$ cat config.mk
export PLATFORM = sky130hd
export DESIGN_NAME = prc_remote_io
export DESIGN_NICKNAME = d
export VERILOG_FILES = /design/src/verilog/prc_pkg.sv /design/src/verilog/prc_din_if.sv /design/src/verilog/prc_din_cond.sv /design/src/verilog/prc_hold_timer.sv /design/src/verilog/prc_remote_io.sv
export VERILOG_INCLUDE_DIRS = /design/src /design/src/verilog
export SDC_FILE = /design/constraint.sdc
export NUM_CORES = 1
export LEC_CHECK = 0
export ABC_CLOCK_PERIOD_IN_PS = 4470
export BUFFER_PORTS_ARGS = -buffer_cell sky130_fd_sc_hd__buf_2
export CAP_MARGIN = 5
export CORE_ASPECT_RATIO = 0.75
export CORE_MARGIN = 2
export CORE_UTILIZATION = 30
export CTS_CLUSTER_DIAMETER = 100
export DETAILED_ROUTE_END_ITERATION = 8
export GPL_TIMING_DRIVEN = 0
export PLACE_DENSITY_LB_ADDON = 0.25
export SLEW_MARGIN = 25
export SYNTH_ARGS = -nofsm -noshare
export SYNTH_HDL_FRONTEND = slang
export SYNTH_SLANG_ARGS = --single-unit
$ cat constraint.sdc
create_clock -name mclk -period 4.47 [get_ports mclk]
set_clock_uncertainty 0.15 [all_clocks]
set_input_delay 0 -clock mclk [delete_from_list [all_inputs] [get_ports mclk]]
set_output_delay 0 -clock mclk [all_outputs]
set_load 0.03 [all_outputs]
$ cat src/verilog/prc_params.svh
// constants for the pump remote-control discrete io block
// assumes a 10 MHz controller clock; the millisecond hold counts derive from it, the debounce count does not
`ifndef PRC_PARAMS_SVH
`define PRC_PARAMS_SVH

`define PRC_CLK_HZ      10000000
`define PRC_HOLD_MS     300
`define PRC_LONG_MS     10000
`define PRC_PWRUP_MS    10000
`define PRC_MS_TO_CYC(ms) (((ms) * (`PRC_CLK_HZ / 1000)) < 1 ? 1 : ((ms) * (`PRC_CLK_HZ / 1000)))
`define PRC_CNT_W       27
`define PRC_DEB_CYC     8'h10

`define PRC_NIN         7
`define PRC_IN_PERMIT   0
`define PRC_IN_START    1
`define PRC_IN_FRESET   2
`define PRC_IN_INHIB    3
`define PRC_IN_QUAL     4
`define PRC_IN_REMOTE   5
`define PRC_IN_VSEL     6
`define PRC_DIN_RST     7'h3f

`define PRC_ADDR_CTRL   8'h00
`define PRC_ADDR_STATUS 8'h04
`define PRC_ADDR_RELAY  8'h08
`define PRC_CTRL_METHB  0
`define PRC_CTRL_SWREM  1
`define PRC_CTRL_RST    2'h0

`define PRC_REL_POWER   0
`define PRC_REL_ACCEL   1
`define PRC_REL_BRAKE   2
`define PRC_REL_SPEED   3
`define PRC_REL_FAULT   4
`define PRC_REL_WARN    5
`define PRC_REL_REMOTE  6
`define PRC_REL_RUN     7
`define PRC_NC_SPEED    0
`define PRC_NC_FAULT    1
`define PRC_NC_WARN     2

`endif

$ cat src/verilog/prc_pkg.sv
// types for the pump remote-control discrete io block
// used by prc_din_if and prc_remote_io of the block
package prc_pkg;
    typedef enum logic [1:0] {
        PRC_CMD_NONE,
        PRC_CMD_STOP,
        PRC_CMD_RUN,
        PRC_CMD_RESET
    } prc_cmd_t;

    typedef enum {
        PRC_STOPPED,
        PRC_RUNNING
    } prc_run_t;

    typedef logic [6:0] prc_din_t;
endpackage

$ cat src/verilog/prc_din_if.sv
// conditioned discrete input levels between conditioner and core
// assumes one clock domain, mclk
`timescale 1ns/1ps
interface prc_din_if;
    prc_pkg::prc_din_t level;
    logic              settled;
    modport src (output level, output settled);
    modport dst (input level, input settled);
endinterface

$ cat src/verilog/prc_din_cond.sv
// three-flop synchroniser and debouncer for the discrete pins
// assumes pins are asynchronous to mclk; reset is synchronous
`timescale 1ns/1ps
`include "prc_params.svh"
module prc_din_cond (
    input  wire logic           mclk,
    input  wire logic           sys_rst,
    input  wire logic [6:0]     pins,
    prc_din_if.src              dout
);
    logic [2:0] sy  [`PRC_NIN];
    logic [7:0] cnt [`PRC_NIN];
    logic [6:0] busy;

    localparam logic [6:0] LEVEL_RST = `PRC_DIN_RST;

    for (genvar i = 0; i < `PRC_NIN; i++) begin : g_bit
        always_ff @(posedge mclk) begin
            if (sys_rst) begin
                sy[i] <= {3{LEVEL_RST[i]}};
            end else begin
                sy[i] <= {sy[i][1:0], pins[i]};
            end
        end

        // a change counts only once stages two and three agree for the whole window
        always_ff @(posedge mclk) begin
            if (sys_rst) begin
                cnt[i]         <= 8'h00;
                dout.level[i]  <= LEVEL_RST[i];
            end else if (sy[i][1] == sy[i][2] && sy[i][2] != dout.level[i]) begin
                if (cnt[i] == `PRC_DEB_CYC - 8'h01) begin
                    cnt[i]        <= 8'h00;
                    dout.level[i] <= sy[i][2];
                end else begin
                    cnt[i] <= cnt[i] + 8'h01;
                end
            end else begin
                cnt[i] <= 8'h00;
            end
        end
        assign busy[i] = (cnt[i] != 8'h00);
    end

    assign dout.settled = ~|busy;
endmodule // prc_din_cond

$ cat src/verilog/prc_hold_timer.sv
// minimum-hold timer: done rises after en has stood limit cycles
// assumes en comes from conditioned logic on mclk
`timescale 1ns/1ps
`include "prc_params.svh"
module prc_hold_timer (
    input  wire logic                  mclk,
    input  wire logic                  sys_rst,
    input  wire logic                  en,
    input  wire logic [`PRC_CNT_W-1:0] limit,
    output logic                       done
);
    logic [`PRC_CNT_W-1:0] cnt;

    always_ff @(posedge mclk) begin
        if (sys_rst || !en) begin
            cnt  <= '0;
            done <= 1'b0;
        end else if (cnt >= limit - `PRC_CNT_W'(1)) begin
            done <= 1'b1;
        end else begin
            cnt <= cnt + `PRC_CNT_W'(1);
        end
    end
endmodule // prc_hold_timer

$ cat src/verilog/prc_remote_io.sv
// discrete remote-control inputs and relay status outputs of the pump drive
// assumes drive status inputs and serial commands are on mclk; pins are not
`timescale 1ns/1ps
`include "prc_params.svh"
module prc_remote_io #(
    parameter int unsigned HOLD_CYC  = `PRC_MS_TO_CYC(`PRC_HOLD_MS),
    parameter int unsigned LONG_CYC  = `PRC_MS_TO_CYC(`PRC_LONG_MS),
    parameter int unsigned PWRUP_CYC = `PRC_MS_TO_CYC(`PRC_PWRUP_MS)
) (
    input  wire logic        mclk,
    input  wire logic        sys_rst,
    input  wire logic [6:0]  din_pins,
    input  wire logic        drv_levitated,
    input  wire logic        drv_power_fail,
    input  wire logic        drv_accel,
    input  wire logic        drv_brake,
    input  wire logic        drv_at_speed,
    input  wire logic        drv_fault,
    input  wire logic        drv_overload,
    input  wire logic        ser_cmd_valid,
    input  wire logic [1:0]  ser_cmd,
    input  wire logic [7:0]  reg_addr,
    input  wire logic [31:0] reg_wdata,
    input  wire logic        reg_wr,
    input  wire logic        reg_rd,
    output logic [31:0]      reg_rdata,
    output logic             pump_run,
    output logic             ser_cmd_discard,
    output logic [7:0]       status_relay_contacts,
    output logic [2:0]       status_relay_nc
);
    localparam logic [`PRC_CNT_W-1:0] HOLD_LIM  = `PRC_CNT_W'(HOLD_CYC);
    localparam logic [`PRC_CNT_W-1:0] LONG_LIM  = `PRC_CNT_W'(LONG_CYC);
    localparam logic [`PRC_CNT_W-1:0] PWRUP_LIM = `PRC_CNT_W'(PWRUP_CYC);

    prc_din_if din ();

    prc_pkg::prc_run_t     state;
    prc_pkg::prc_run_t     next_state;
    prc_pkg::prc_cmd_t     cmd;
    logic [1:0]            ctrl;
    logic [5:0]            act;
    logic                  vsel;
    logic                  remote_mode;
    logic                  permit;
    logic                  start;
    logic                  freset;
    logic                  inhib;
    logic                  method_b;
    logic                  just_up;
    logic [`PRC_CNT_W-1:0] up_cnt;
    logic [`PRC_CNT_W-1:0] start_lim;
    logic                  start_en;
    logic                  start_done;
    logic                  reset_done;
    logic                  ser_take;
    logic                  start_ok;
    logic                  stop_req;
    logic                  fault;
    logic                  power_ok;

    prc_din_cond u_cond (
        .mclk    (mclk),
        .sys_rst (sys_rst),
        .pins    (din_pins),
        .dout    (din.src)
    );

    // contacts pull the pin low when closed; voltage drive makes it high
    assign vsel = din.level[`PRC_IN_VSEL];
    assign act  = din.level[5:0] ^ {6{~vsel}};

    assign method_b    = ctrl[`PRC_CTRL_METHB];
    assign remote_mode = act[`PRC_IN_REMOTE] | ctrl[`PRC_CTRL_SWREM];

    // every discrete control is masked outside remote mode
    assign permit = remote_mode & act[`PRC_IN_PERMIT];
    assign start  = remote_mode & act[`PRC_IN_START];
    assign freset = remote_mode & act[`PRC_IN_FRESET];
    assign inhib  = remote_mode & act[`PRC_IN_INHIB] & act[`PRC_IN_QUAL];

    // power-up window: the long hold applies until it has elapsed
    always_ff @(posedge mclk) begin
        if (sys_rst) begin
            up_cnt  <= '0;
            just_up <= 1'b1;
        end else if (just_up) begin
            if (up_cnt >= PWRUP_LIM - `PRC_CNT_W'(1)) begin
                just_up <= 1'b0;
            end else begin
                up_cnt <= up_cnt + `PRC_CNT_W'(1);
            end
        end
    end

    assign start_lim = just_up ? LONG_LIM : HOLD_LIM;
    assign start_en  = permit & start & ~method_b & ~inhib & (state == prc_pkg::PRC_STOPPED);

    prc_hold_timer u_start_tmr (
        .mclk    (mclk),
        .sys_rst (sys_rst),
        .en      (start_en),
        .limit   (start_lim),
        .done    (start_done)
    );

    prc_hold_timer u_reset_tmr (
        .mclk    (mclk),
        .sys_rst (sys_rst),
        .en      (freset),
        .limit   (HOLD_LIM),
        .done    (reset_done)
    );

    // serial commands only count in serial mode; the link itself is untouched
    assign cmd      = prc_pkg::prc_cmd_t'(ser_cmd);
    assign ser_take = ser_cmd_valid & ~remote_mode;

    always_ff @(posedge mclk) begin
        if (sys_rst) begin
            ser_cmd_discard <= 1'b0;
        end else begin
            ser_cmd_discard <= ser_cmd_valid & remote_mode;
        end
    end

    always_comb begin
        start_ok = 1'b0;
        stop_req = 1'b0;
        if (remote_mode) begin
            start_ok = method_b ? start : start_done;
            stop_req = method_b ? ~start : ~permit;
        end else if (ser_take) begin
            start_ok = (cmd == prc_pkg::PRC_CMD_RUN);
            stop_req = (cmd == prc_pkg::PRC_CMD_STOP);
        end
    end

    always_comb begin
        next_state = state;
        unique case (state)
            prc_pkg::PRC_STOPPED: begin
                if (start_ok && !inhib && !fault) begin
                    next_state = prc_pkg::PRC_RUNNING;
                end
            end
            prc_pkg::PRC_RUNNING: begin
                if (stop_req || inhib || fault) begin
                    next_state = prc_pkg::PRC_STOPPED;
                end
            end
        endcase
    end

    always_ff @(posedge mclk) begin
        if (sys_rst) begin
            state <= prc_pkg::PRC_STOPPED;
        end else begin
            state <= next_state;
        end
    end

    assign pump_run = (state == prc_pkg::PRC_RUNNING);

    // a new fault in the clearing cycle wins, so none is lost
    always_ff @(posedge mclk) begin
        if (sys_rst) begin
            fault <= 1'b0;
        end else if (drv_fault) begin
            fault <= 1'b1;
        end else if (reset_done || (ser_take && cmd == prc_pkg::PRC_CMD_RESET)) begin
            fault <= 1'b0;
        end
    end

    always_ff @(posedge mclk) begin
        if (sys_rst) begin
            power_ok <= 1'b0;
        end else if (drv_power_fail) begin
            power_ok <= 1'b0;
        end else if (drv_levitated) begin
            power_ok <= 1'b1;
        end
    end

    // relays follow state in any mode; coils are registered to avoid chatter
    always_ff @(posedge mclk) begin
        if (sys_rst) begin
            status_relay_contacts <= 8'h00;
            status_relay_nc       <= 3'h7;
        end else begin
            status_relay_contacts[`PRC_REL_POWER]  <= power_ok;
            status_relay_contacts[`PRC_REL_ACCEL]  <= drv_accel;
            status_relay_contacts[`PRC_REL_BRAKE]  <= drv_brake;
            status_relay_contacts[`PRC_REL_SPEED]  <= drv_at_speed;
            status_relay_contacts[`PRC_REL_FAULT]  <= fault;
            status_relay_contacts[`PRC_REL_WARN]   <= drv_overload;
            status_relay_contacts[`PRC_REL_REMOTE] <= remote_mode;
            status_relay_contacts[`PRC_REL_RUN]    <= pump_run;
            status_relay_nc[`PRC_NC_SPEED]         <= ~drv_at_speed;
            status_relay_nc[`PRC_NC_FAULT]         <= ~fault;
            status_relay_nc[`PRC_NC_WARN]          <= ~drv_overload;
        end
    end

    always_ff @(posedge mclk) begin
        if (sys_rst) begin
            ctrl <= `PRC_CTRL_RST;
        end else if (reg_wr && reg_addr == `PRC_ADDR_CTRL) begin
            ctrl <= reg_wdata[1:0];
        end
    end

    // read data follows reg_rd one cycle late and stands as long as reg_rd is held; unmapped reads give zero
    always_ff @(posedge mclk) begin
        if (sys_rst || !reg_rd) begin
            reg_rdata <= 32'h0000_0000;
        end else begin
            unique case (reg_addr)
                `PRC_ADDR_CTRL:   reg_rdata <= {30'h0, ctrl};
                `PRC_ADDR_STATUS: reg_rdata <= {20'h0, din.settled, just_up, fault,
                                                remote_mode, pump_run, din.level};
                `PRC_ADDR_RELAY:  reg_rdata <= {21'h0, status_relay_nc, status_relay_contacts};
                default:          reg_rdata <= 32'h0000_0000;
            endcase
        end
    end

    // independent hold counters for the checks below; they saturate instead of wrapping
    function automatic logic [`PRC_CNT_W-1:0] sat_inc(input logic [`PRC_CNT_W-1:0] v);
        return (v == '1) ? v : v + `PRC_CNT_W'(1);
    endfunction

    logic [`PRC_CNT_W-1:0] start_seen;
    logic [`PRC_CNT_W-1:0] reset_seen;

    always_ff @(posedge mclk) begin
        if (sys_rst || !start_en) begin
            start_seen <= '0;
        end else begin
            start_seen <= sat_inc(start_seen);
        end
    end

    always_ff @(posedge mclk) begin
        if (sys_rst || !freset) begin
            reset_seen <= '0;
        end else begin
            reset_seen <= sat_inc(reset_seen);
        end
    end
endmodule // prc_remote_io
==> run summary, run 1 <==
power per cell area = 324.8 mW/mm^2
register area = 0.004504 mm^2
flops & latches, synth = 197
Vias = 7387
vias per cell = 4.580
Leak Pwr = 0.004460 uW
f_max = 0.3076 GHz
status = complete, no violations
Post-Syn Instances = 1015
fin crit period = 3.251 ns
final setup violating endpoints = 0
Setup crit start kind = flop
initial antenna violation count = 1
RSZ-0062 raised after global routing = false
clock slew at reported path FFs = 0.07 ns
total gr overflow = 0
root buf cell = clkbuf_16
first drt pass iteration count = 5
FP Rows = 56
Starting Density = 30.48%
post-CTS sizing = 0
H-tree depth = 4
share of cells above drive strength 1 = 12.70%
Synth top area share = 29.63%
fillers = 3215
first-pass GRT wire length = 35430 um
Iter 0 DRT Violations = 365
syn avg cell area = 9.385 um^2
Commonest cells post-synth = nor2_1 (179), dfxtp_1 (141), edfxtp_1 (56)
max-cap violation count = 0
ys async rst share = 0%
gpl congestion = 0.7913
Max VDD drop = 0.0002488 V
Ports = 106
Max-Slew Margin vs Limit = 46.71%
routed wire length = 22050 um
kind of critical path = flop to flop
GRT Util Overall = 13.75%
synth warn = 0
Post-synth EDFFs = 56
final cell count without fillers = 1613
Final Max Slew Viols = 0
hold crit path type = input pin to flop
die boundary height = 158.3 um
synth top area cells = dfxtp_1 (30%), edfxtp_1 (18%), nor2_1 (7.1%), xor2_1 (4.7%), xnor2_1 (4.3%)
clk_lat worst skew = 0.44 ns
Post-Place Cells = 1550
drt wl/cell = 13.67 um
sequential fraction of the synthesis area = 47.29%
Die Wd = 209.8 um
main flop type after synthesis = dfxtp_1
TritonCTS Buffers = 17
post-synth cell types = 61
DRC errors left = 0
Crit path arrival time = 3.47 ns
Worst-Margin Slew = 0.7956 ns
vias in the first global route = 6635
Final ANT Viol Nets = 0
count leader, synth = nor2_1
post-route setup TNS = 0 ns
crit path max fanout = 9
Nets = 1280
clk sinks = 197
cell area after synthesis = 0.009525 mm^2
final hold vios = 0
number of port buffers = 55
area leader, netlist = dfxtp_1
P&R area growth vs syn = 21.11%
multi-input combinational cell area = 0.004898 mm^2
die area = 0.03321 mm^2
Crit path required time = 4.69 ns
largest net degree at the start of global routing = 18
TritonCTS clock tree = built
fin crit share = 72.73%
core area = 0.03125 mm^2
Post-DP HPWL = 16440 um
clock buffer depth = 2
crit path capture type = flop
power by group:
part | internal [uW] | switching [uW]
clock | 954 | 725
sequential | 1870 | 31.5
combinational | 73.2 | 97.6
cell families after synthesis:
logic type | count (synthesis) | synth area share, %
buffers and inverters | 88 | 4.321
adders and majority gates | 27 | 3.547
other | 2 | 0.07884
xor gates and xnor gates | 98 | 9.011
AOI/OAI and AO/OA | 106 | 7.947
DFF | 197 | 47.29
muxes | 11 | 1.156
and+or+nand+nor | 486 | 26.65
metrics by stage:
stage	power (uW)	hold slack [ns]	area, um^2	utilization [%]	setup slack, ns
after floorplan	2039	-0.07321	9803	-	1.904
after CTS	3802	0.04570	11520	36.88	1.279
after detailed placement	2092	0.01769	10590	33.89	1.307
final	3747	0.07964	11540	36.92	1.219
after global placement	2090	0.01406	10590	33.88	1.378
after global routing	3890	0.1142	11530	36.90	1.107
worst max-delay path: stages, from the launching register on:
cell	delay, ns
dfxtp_1	0.63
inv_1	0.30
ha_1	0.37
a211o_1	0.26
a21oi_1	0.32
o211ai_4	0.22
or3_4	0.47
or3_1	0.32
a21oi_1	0.15
per-layer routing:
layer	vias up	global-route usage, %	part of all wire, %
met5	-	0	0
met4	0	3.546	0.87
met3	12	3.215	4.1
met2	102	20.14	42
met1	3470	20.19	53
li1	3803	-	-
what timing repair did:
item	4_1_cts	5_1_grt
endpoints found under the hold margin	31	0
hold buffers	29	0
buffers inserted	0	0
placed cells by master, fill, tap and decap left out, types with 24 or more instances in the layout:
master         instances
dlygate4sd3_1         29
edfxtp_1              56
conb_1                76
nand2_1               55
buf_2                 60
ha_1                  27
xnor2_1               47
or2_2                 24
a21oi_1               38
clkbuf_1              30
nand3_1               54
and3_1                31
inv_1                 34
nor2_1               179
xor2_1                51
dfxtp_1              141
path summary, 6_finish.rpt:
kind	from	end	slack, ns	cells after the start
max	just_up	u_start_tmr.cnt[11]	1.22	8
min	reg_addr[0]	reg_rdata[7]	0.08	6
max reg2reg	just_up	u_start_tmr.cnt[11]	1.22	8
min reg2reg	u_cond.sy[2][0]	u_cond.sy[2][1]	0.26	1
state kept, by name, indices dropped and copies added (netlist names):
register,cells
ctrl,2
reg_rdata,12
status_relay_nc,3
u_start_tmr.cnt,27
power_ok,1
just_up,1
u_cond.cnt,56
ser_cmd_discard,1
state,1
up_cnt,27
u_start_tmr.done,1
status_relay_contacts,8
u_reset_tmr.cnt,27
fault,1
u_cond.sy,21
u_cond.dout.level,7
u_reset_tmr.done,1
cell type report:
| type | instances | share of cell area [%] |
|---|---|---|
| Multi-Input combinational cell | 804 | 42.46 |
| Sequential cell | 197 | 39.05 |
| Timing Repair Buffer | 84 | 4.902 |
| Clock buffer | 22 | 4.490 |
| Tap cell | 406 | 4.403 |
| Buffer | 54 | 2.462 |
| Inverter | 34 | 1.106 |
| Clock inverter | 10 | 1.085 |
| Antenna cell | 2 | 0.04338 |
No activity file was read; power rests on OpenSTA's default activity.
==> inputs of run 2 (changes only) <==
--- a/config.mk
+++ b/config.mk
@@ -6,7 +6,8 @@
 export SDC_FILE = /design/constraint.sdc
 export NUM_CORES = 1
 export LEC_CHECK = 0
-export ABC_CLOCK_PERIOD_IN_PS = 4470
+export ABC_AREA = 1
+export ABC_CLOCK_PERIOD_IN_PS = 2900
 export BUFFER_PORTS_ARGS = -buffer_cell sky130_fd_sc_hd__buf_2
 export CAP_MARGIN = 5
 export CORE_ASPECT_RATIO = 0.75
==> constraint.sdc (replaced) <==
create_clock -name mclk -period 2.9 [get_ports mclk]
set_clock_uncertainty 0.15 [all_clocks]
set_input_delay 0 -clock mclk [delete_from_list [all_inputs] [get_ports mclk]]
set_output_delay 0 -clock mclk [all_outputs]
set_load 0.03 [all_outputs]
==> run summary, run 2 <==
most common cell after layout, fill and taps aside = nand2_1
Final Max Slew Viols = 0
gpl congestion = 0.8975
drt wl/cell = 13.34 um
synth warn = 0
worst path bufs/invs = 5
first drt pass iteration count = 5
sequential fraction of the synthesis area = 41.20%
main flop type after synthesis = dfxtp_1
Synth top area share = 25.82%
synth top area cells = dfxtp_1 (26%), edfxtp_1 (15%), nand2_1 (12%), nor2_1 (7.5%), nand3_1 (6.3%)
kind of critical path = flop to flop
Iter 0 DRT Violations = 777
DRC errors left = 0
post-route setup TNS = 0 ns
Setup crit start kind = flop
Largest delay share family, worst path = simple AND/OR/NAND/NOR gates
FP Rows = 60
Worst-Margin Slew = 0.9334 ns
final hold vios = 0
Ports = 106
vias in the first global route = 8955
Nets = 1784
PnR Total Power = 5720 uW
status = complete, no violations
H-tree depth = 4
power per cell area = 438.9 mW/mm^2
max-cap violation count = 0
fin crit period = 2.763 ns
crit path max fanout = 10
most used cell, CP = nand2_1
Cell Chain, Critical Path = clkinvlp_4 -> buf_4 -> ha_1 -> nand2_1 -> inv_1 -> nand2_1 -> nand2_1 -> a21oi_1 -> nand2_1 -> nor2_4 -> nand2_4 -> buf_6 -> o21ai_1 -> inv_1
clk sinks = 197
die area = 0.03800 mm^2
total gr overflow = 0
flops & latches, synth = 197
share of cells above drive strength 1 = 9.830%
fin crit share = 95.28%
syn avg cell area = 7.221 um^2
first-pass GRT wire length = 46560 um
ys async rst share = 0%
vias per cell = 4.546
fin util = 36.32%
root buf cell = clkbuf_16
P&R area growth vs syn = 19.20%
Max stage delay on crit path = 0.44 ns
Die Wd = 224.4 um
post-synth cell types = 43
Post-Syn Instances = 1514
Starting Density = 30.47%
worst hold slack = 0.1159 ns
Leak Pwr = 0.005297 uW
crit path max-delay cell type = dfxtp_2
Crit path arrival time = 2.96 ns
routed wire length = 28990 um
Biggest register = u_cond.cnt
Crit path required time = 3.10 ns
max FFs per register = 56
initial antenna violation count = 0
DP Area = 0.01206 mm^2
area leader, netlist = dfxtp_1
cell area after synthesis = 0.01093 mm^2
number of port buffers = 54
Post-DP HPWL = 22460 um
diode count = 0
clk_lat worst skew = 0.46 ns
core area = 0.03588 mm^2
Max-Slew Margin vs Limit = 37.35%
hold crit path type = input pin to flop
crit path capture type = flop
die boundary height = 169.3 um
count leader, synth = nand2_1
Vias = 9884
Final ANT Viol Nets = 0
final setup violating endpoints = 0
GRT Util Overall = 15.61%
largest net degree at the start of global routing = 20
Max VDD drop = 0.0004376 V
Post-synth EDFFs = 56
TritonCTS Buffers = 17
clock slew at reported path FFs = 0.07 ns
f_max = 0.3619 GHz
clock buffer depth = 2
TritonCTS clock tree = built
most frequent cells in the layout = nand2_1 (363), nor2_1 (215), inv_1 (174)
Commonest cells post-synth = nand2_1 (363), nor2_1 (217), inv_1 (175)
design area = 0.01303 mm^2
==> run 2: cell count changes in the layout (fill, tap and decap cells not counted), moves of 22 or more <==
| cell | previous run | this run |
|---|---|---|
| a21oi_1 | 38 | 114 |
| and3_1 | 31 | 0 |
| inv_1 | 34 | 174 |
| nand2_1 | 55 | 363 |
| nand3_1 | 54 | 137 |
| nor2_1 | 179 | 215 |
| or3_1 | 22 | 0 |
| xnor2_1 | 47 | 16 |
==> run 2: kinds of logic after synthesis <==
kind of cell,after synthesis,share of synthesized area [%]
flip-flops,197,41.20
other,2,0.06869
XOR/XNOR,69,5.528
AND/OR/NAND/NOR,838,33.52
AO/OA/AOI/OAI,146,7.233
buffers and inverters,235,9.361
adder cells (fa/ha/maj),27,3.090
==> run 2: repair_timing <==
action	4_1_cts	5_1_grt
resized for setup	0	6
setup buffers	0	4
hold endpoints to repair	23	0
hold buffers	31	0
endpoints found under the setup margin	0	28
==> run 2: layout make-up <==
cell class | count | area [um^2]
well taps | 465 | 581.8
clock buffers | 18 | 429.2
inverters | 181 | 683.2
fillers | 3808 | 22850
plain buffers | 54 | 346.6
multi-input cells | 1156 | 5693
repair buffers | 89 | 610.6
clock inverters | 14 | 182.7
flip-flops and latches | 197 | 4506
==> run 2: worst register-to-register path: stages (launching register included) <==
cell	delay [ns]
dfxtp_2	0.44
clkinvlp_4	0.25
buf_4	0.20
ha_1	0.28
nand2_1	0.11
inv_1	0.05
nand2_1	0.05
nand2_1	0.07
a21oi_1	0.15
nand2_1	0.10
nor2_4	0.27
nand2_4	0.18
buf_6	0.20
o21ai_1	0.12
inv_1	0.04
==> run 2: through the flow <==
stage	setup slack [ns]	instances
after floorplan	0.7762	1588
after global placement	0.1313	2107
after detailed placement	0.04495	2107
after CTS	0.003703	2170
after global routing	-0.007603	2174
final	0.1370	2174
==> run 2: metal layers <==
layer | global-route usage [%] | vias up | routed length (um) | share of wire [%]
met5 | 0 | - | 0 | 0
met4 | 4.405 | 0 | 427 | 1.5
met3 | 2.822 | 25 | 1394 | 4.8
met2 | 23.87 | 196 | 12560 | 43
met1 | 22.46 | 4493 | 14620 | 50
li1 | - | 5170 | - | -
==> run 2: path summary, 6_finish.rpt <==
kind                         from            endpoint  slack (ns)  cells past startpoint
setup / recovery          just_up    u_start_tmr.done        0.14                     14
setup reg to reg          just_up    u_start_tmr.done        0.14                     14
hold reg to reg   u_cond.sy[2][0]     u_cond.sy[2][1]        0.26                      1
hold / removal       drv_at_speed  status_relay_nc[0]        0.12                      3
==> run 2: report_power, final <==
group          switching, uW  leakage [uW]  internal [uW]
logic                    180       0.00327            110
registers               46.2       0.00172           2880
clock network           1190      0.000302           1320
total                   1410       0.00530           4310
==> inputs of run 3 (changes only) <==
--- a/config.mk
+++ b/config.mk
@@ -6,7 +6,6 @@
 export SDC_FILE = /design/constraint.sdc
 export NUM_CORES = 1
 export LEC_CHECK = 0
-export ABC_AREA = 1
 export ABC_CLOCK_PERIOD_IN_PS = 2900
 export BUFFER_PORTS_ARGS = -buffer_cell sky130_fd_sc_hd__buf_2
 export CAP_MARGIN = 5
==> run summary, run 3 (synthesis results as in run 1) <==
kind of critical path = flop to flop
DRC errors left = 0
worst hold stages = 6
Max-Slew Margin vs Limit = 46.13%
status = complete, no violations
Die Wd = 209.8 um
number of port buffers = 55
TritonCTS Buffers = 17
fillers = 3208
Max stage delay on crit path = 0.45 ns
Iter 0 DRT Violations = 369
Setup crit start kind = flop
clk_lat worst skew = 0.44 ns
Cell Chain, Critical Path = clkinvlp_4 -> ha_1 -> a211o_1 -> a21oi_4 -> o211ai_4 -> or3_4 -> or3_1 -> a21oi_1
Max VDD drop = 0.0003823 V
gpl congestion = 0.7913
DP Area = 0.01059 mm^2
Vias = 7382
R2R Setup Slk = 0.12 ns
hold path endpoint = reg_rdata[7]
final setup violating endpoints = 0
worst slack at placement = -0.2634 ns
H-tree depth = 4
first drt pass iteration count = 5
most common cell after layout, fill and taps aside = nor2_1
crit path capture type = flop
Biggest register = u_cond.cnt
root buf cell = clkbuf_16
max-cap violation count = 0
clk sinks = 197
Final ANT Viol Nets = 0
clock buffer depth = 2
final hold vios = 0
first-pass GRT wire length = 35430 um
fin crit period = 2.780 ns
TritonCTS clock tree = built
clock slew at reported path FFs = 0.07 ns
Worst-Margin Slew = 0.8045 ns
drt wl/cell = 13.63 um
max FFs per register = 56
P&R area growth vs syn = 21.73%
GRT Util Overall = 13.74%
power per cell area = 497.4 mW/mm^2
core area = 0.03125 mm^2
Post-DP HPWL = 16440 um
vias per cell = 4.565
design area = 0.01159 mm^2
multi-input combinational cell area = 0.004910 mm^2
RSZ-0062 raised after global routing = true
Leak Pwr = 0.004479 uW
Starting Density = 30.48%
Worst Reg-to-Reg Cells = 8
Worst R2R Start = just_up
share of cells above drive strength 1 = 13.31%
worst reg2reg path endpoint = u_start_tmr.cnt[11]
crit path max fanout = 7
fin crit share = 95.87%
largest net degree at the start of global routing = 18
f_max = 0.3597 GHz
Final Worst Setup Slack = 0.1199 ns
hold crit path type = input pin to flop
Crit path arrival time = 3.00 ns
PnR Total Power = 5767 uW
die boundary height = 158.3 um
Nets = 1285
vias in the first global route = 6641
initial antenna violation count = 1
Ports = 106
FP Rows = 56
die area = 0.03321 mm^2
Crit path required time = 3.12 ns
register area = 0.004508 mm^2
HP Start = reg_addr[0]
routed wire length = 22040 um
most frequent cells in the layout = nor2_1 (179), dfxtp_1 (140), conb_1 (76)
crit path max-delay cell type = or3_4
Final Max Slew Viols = 0
total gr overflow = 0
run 3: worst max path at each step:
stage	to	depth (start not counted)	start	slack (ns)
after global placement	u_start_tmr.cnt[11]	8	just_up	-0.19
after CTS	u_start_tmr.cnt[11]	8	just_up	0.03
final	u_start_tmr.cnt[11]	8	just_up	0.12
after detailed placement	u_start_tmr.cnt[13]	8	just_up	-0.26
after global routing	u_start_tmr.cnt[13]	8	just_up	-0.007
after floorplan	u_start_tmr.cnt[13]	8	just_up	0.33
run 3: stage by stage:
step / setup TNS, ns / std cells / hold slack [ns] / util, %
6_report: 0 / 1617 / 0.08454 / 37.10
5_1_grt: -0.007265 / 1616 / 0.1142 / 37.10
4_1_cts: 0 / 1611 / 0.04570 / 36.90
3_5_place_dp: -3.146 / 1550 / 0.01769 / 33.89
3_3_place_gp: -1.911 / 1550 / 0.01406 / 33.88
2_1_floorplan: 0 / 1089 / -0.07321 / -
run 3: routing by layer:
layer	part of all wire (%)	vias up	global-route usage [%]
met2	42	113	20.12
met4	0.86	0	3.546
met1	53	3436	20.19
met3	4.4	11	3.215
li1	-	3822	-
met5	0	-	0
run 3: timing repair:
item | CTS | global route
endpoints found under the hold margin | 31 | 0
gates resized for setup | 2 | 6
pin swaps | 0 | 2
hold buffers | 29 | 0
setup buffers | 0 | 5
endpoints found under the setup margin | 25 | 21
run 3: report_power, final:
part           switching (uW)  total, uW  leakage [uW]  internal, uW
clock network            1110       2580      0.000320          1470
logic                     151        263       0.00244           113
registers                48.5       2920       0.00172          2870
run 3: area by class of cell:
cell class              count  share of cell area (%)
multi-input cells         804                   42.34
flip-flops and latches    197                   38.88
repair buffers             89                   5.201
clock buffers              22                   4.467
well taps                 406                   4.381
plain buffers              54                   2.493
inverters                  34                   1.133
clock inverters            10                   1.079
diodes                      1                 0.02158
run 3: critical path: cells and delay by family, from the launching register on:
family	cells	cell delay, ns
flip-flops	1	0.44
AND/OR/NAND/NOR	2	0.77
AO/OA/AOI/OAI	4	0.80
adder cells (fa/ha/maj)	1	0.35
buffers and inverters	1	0.21
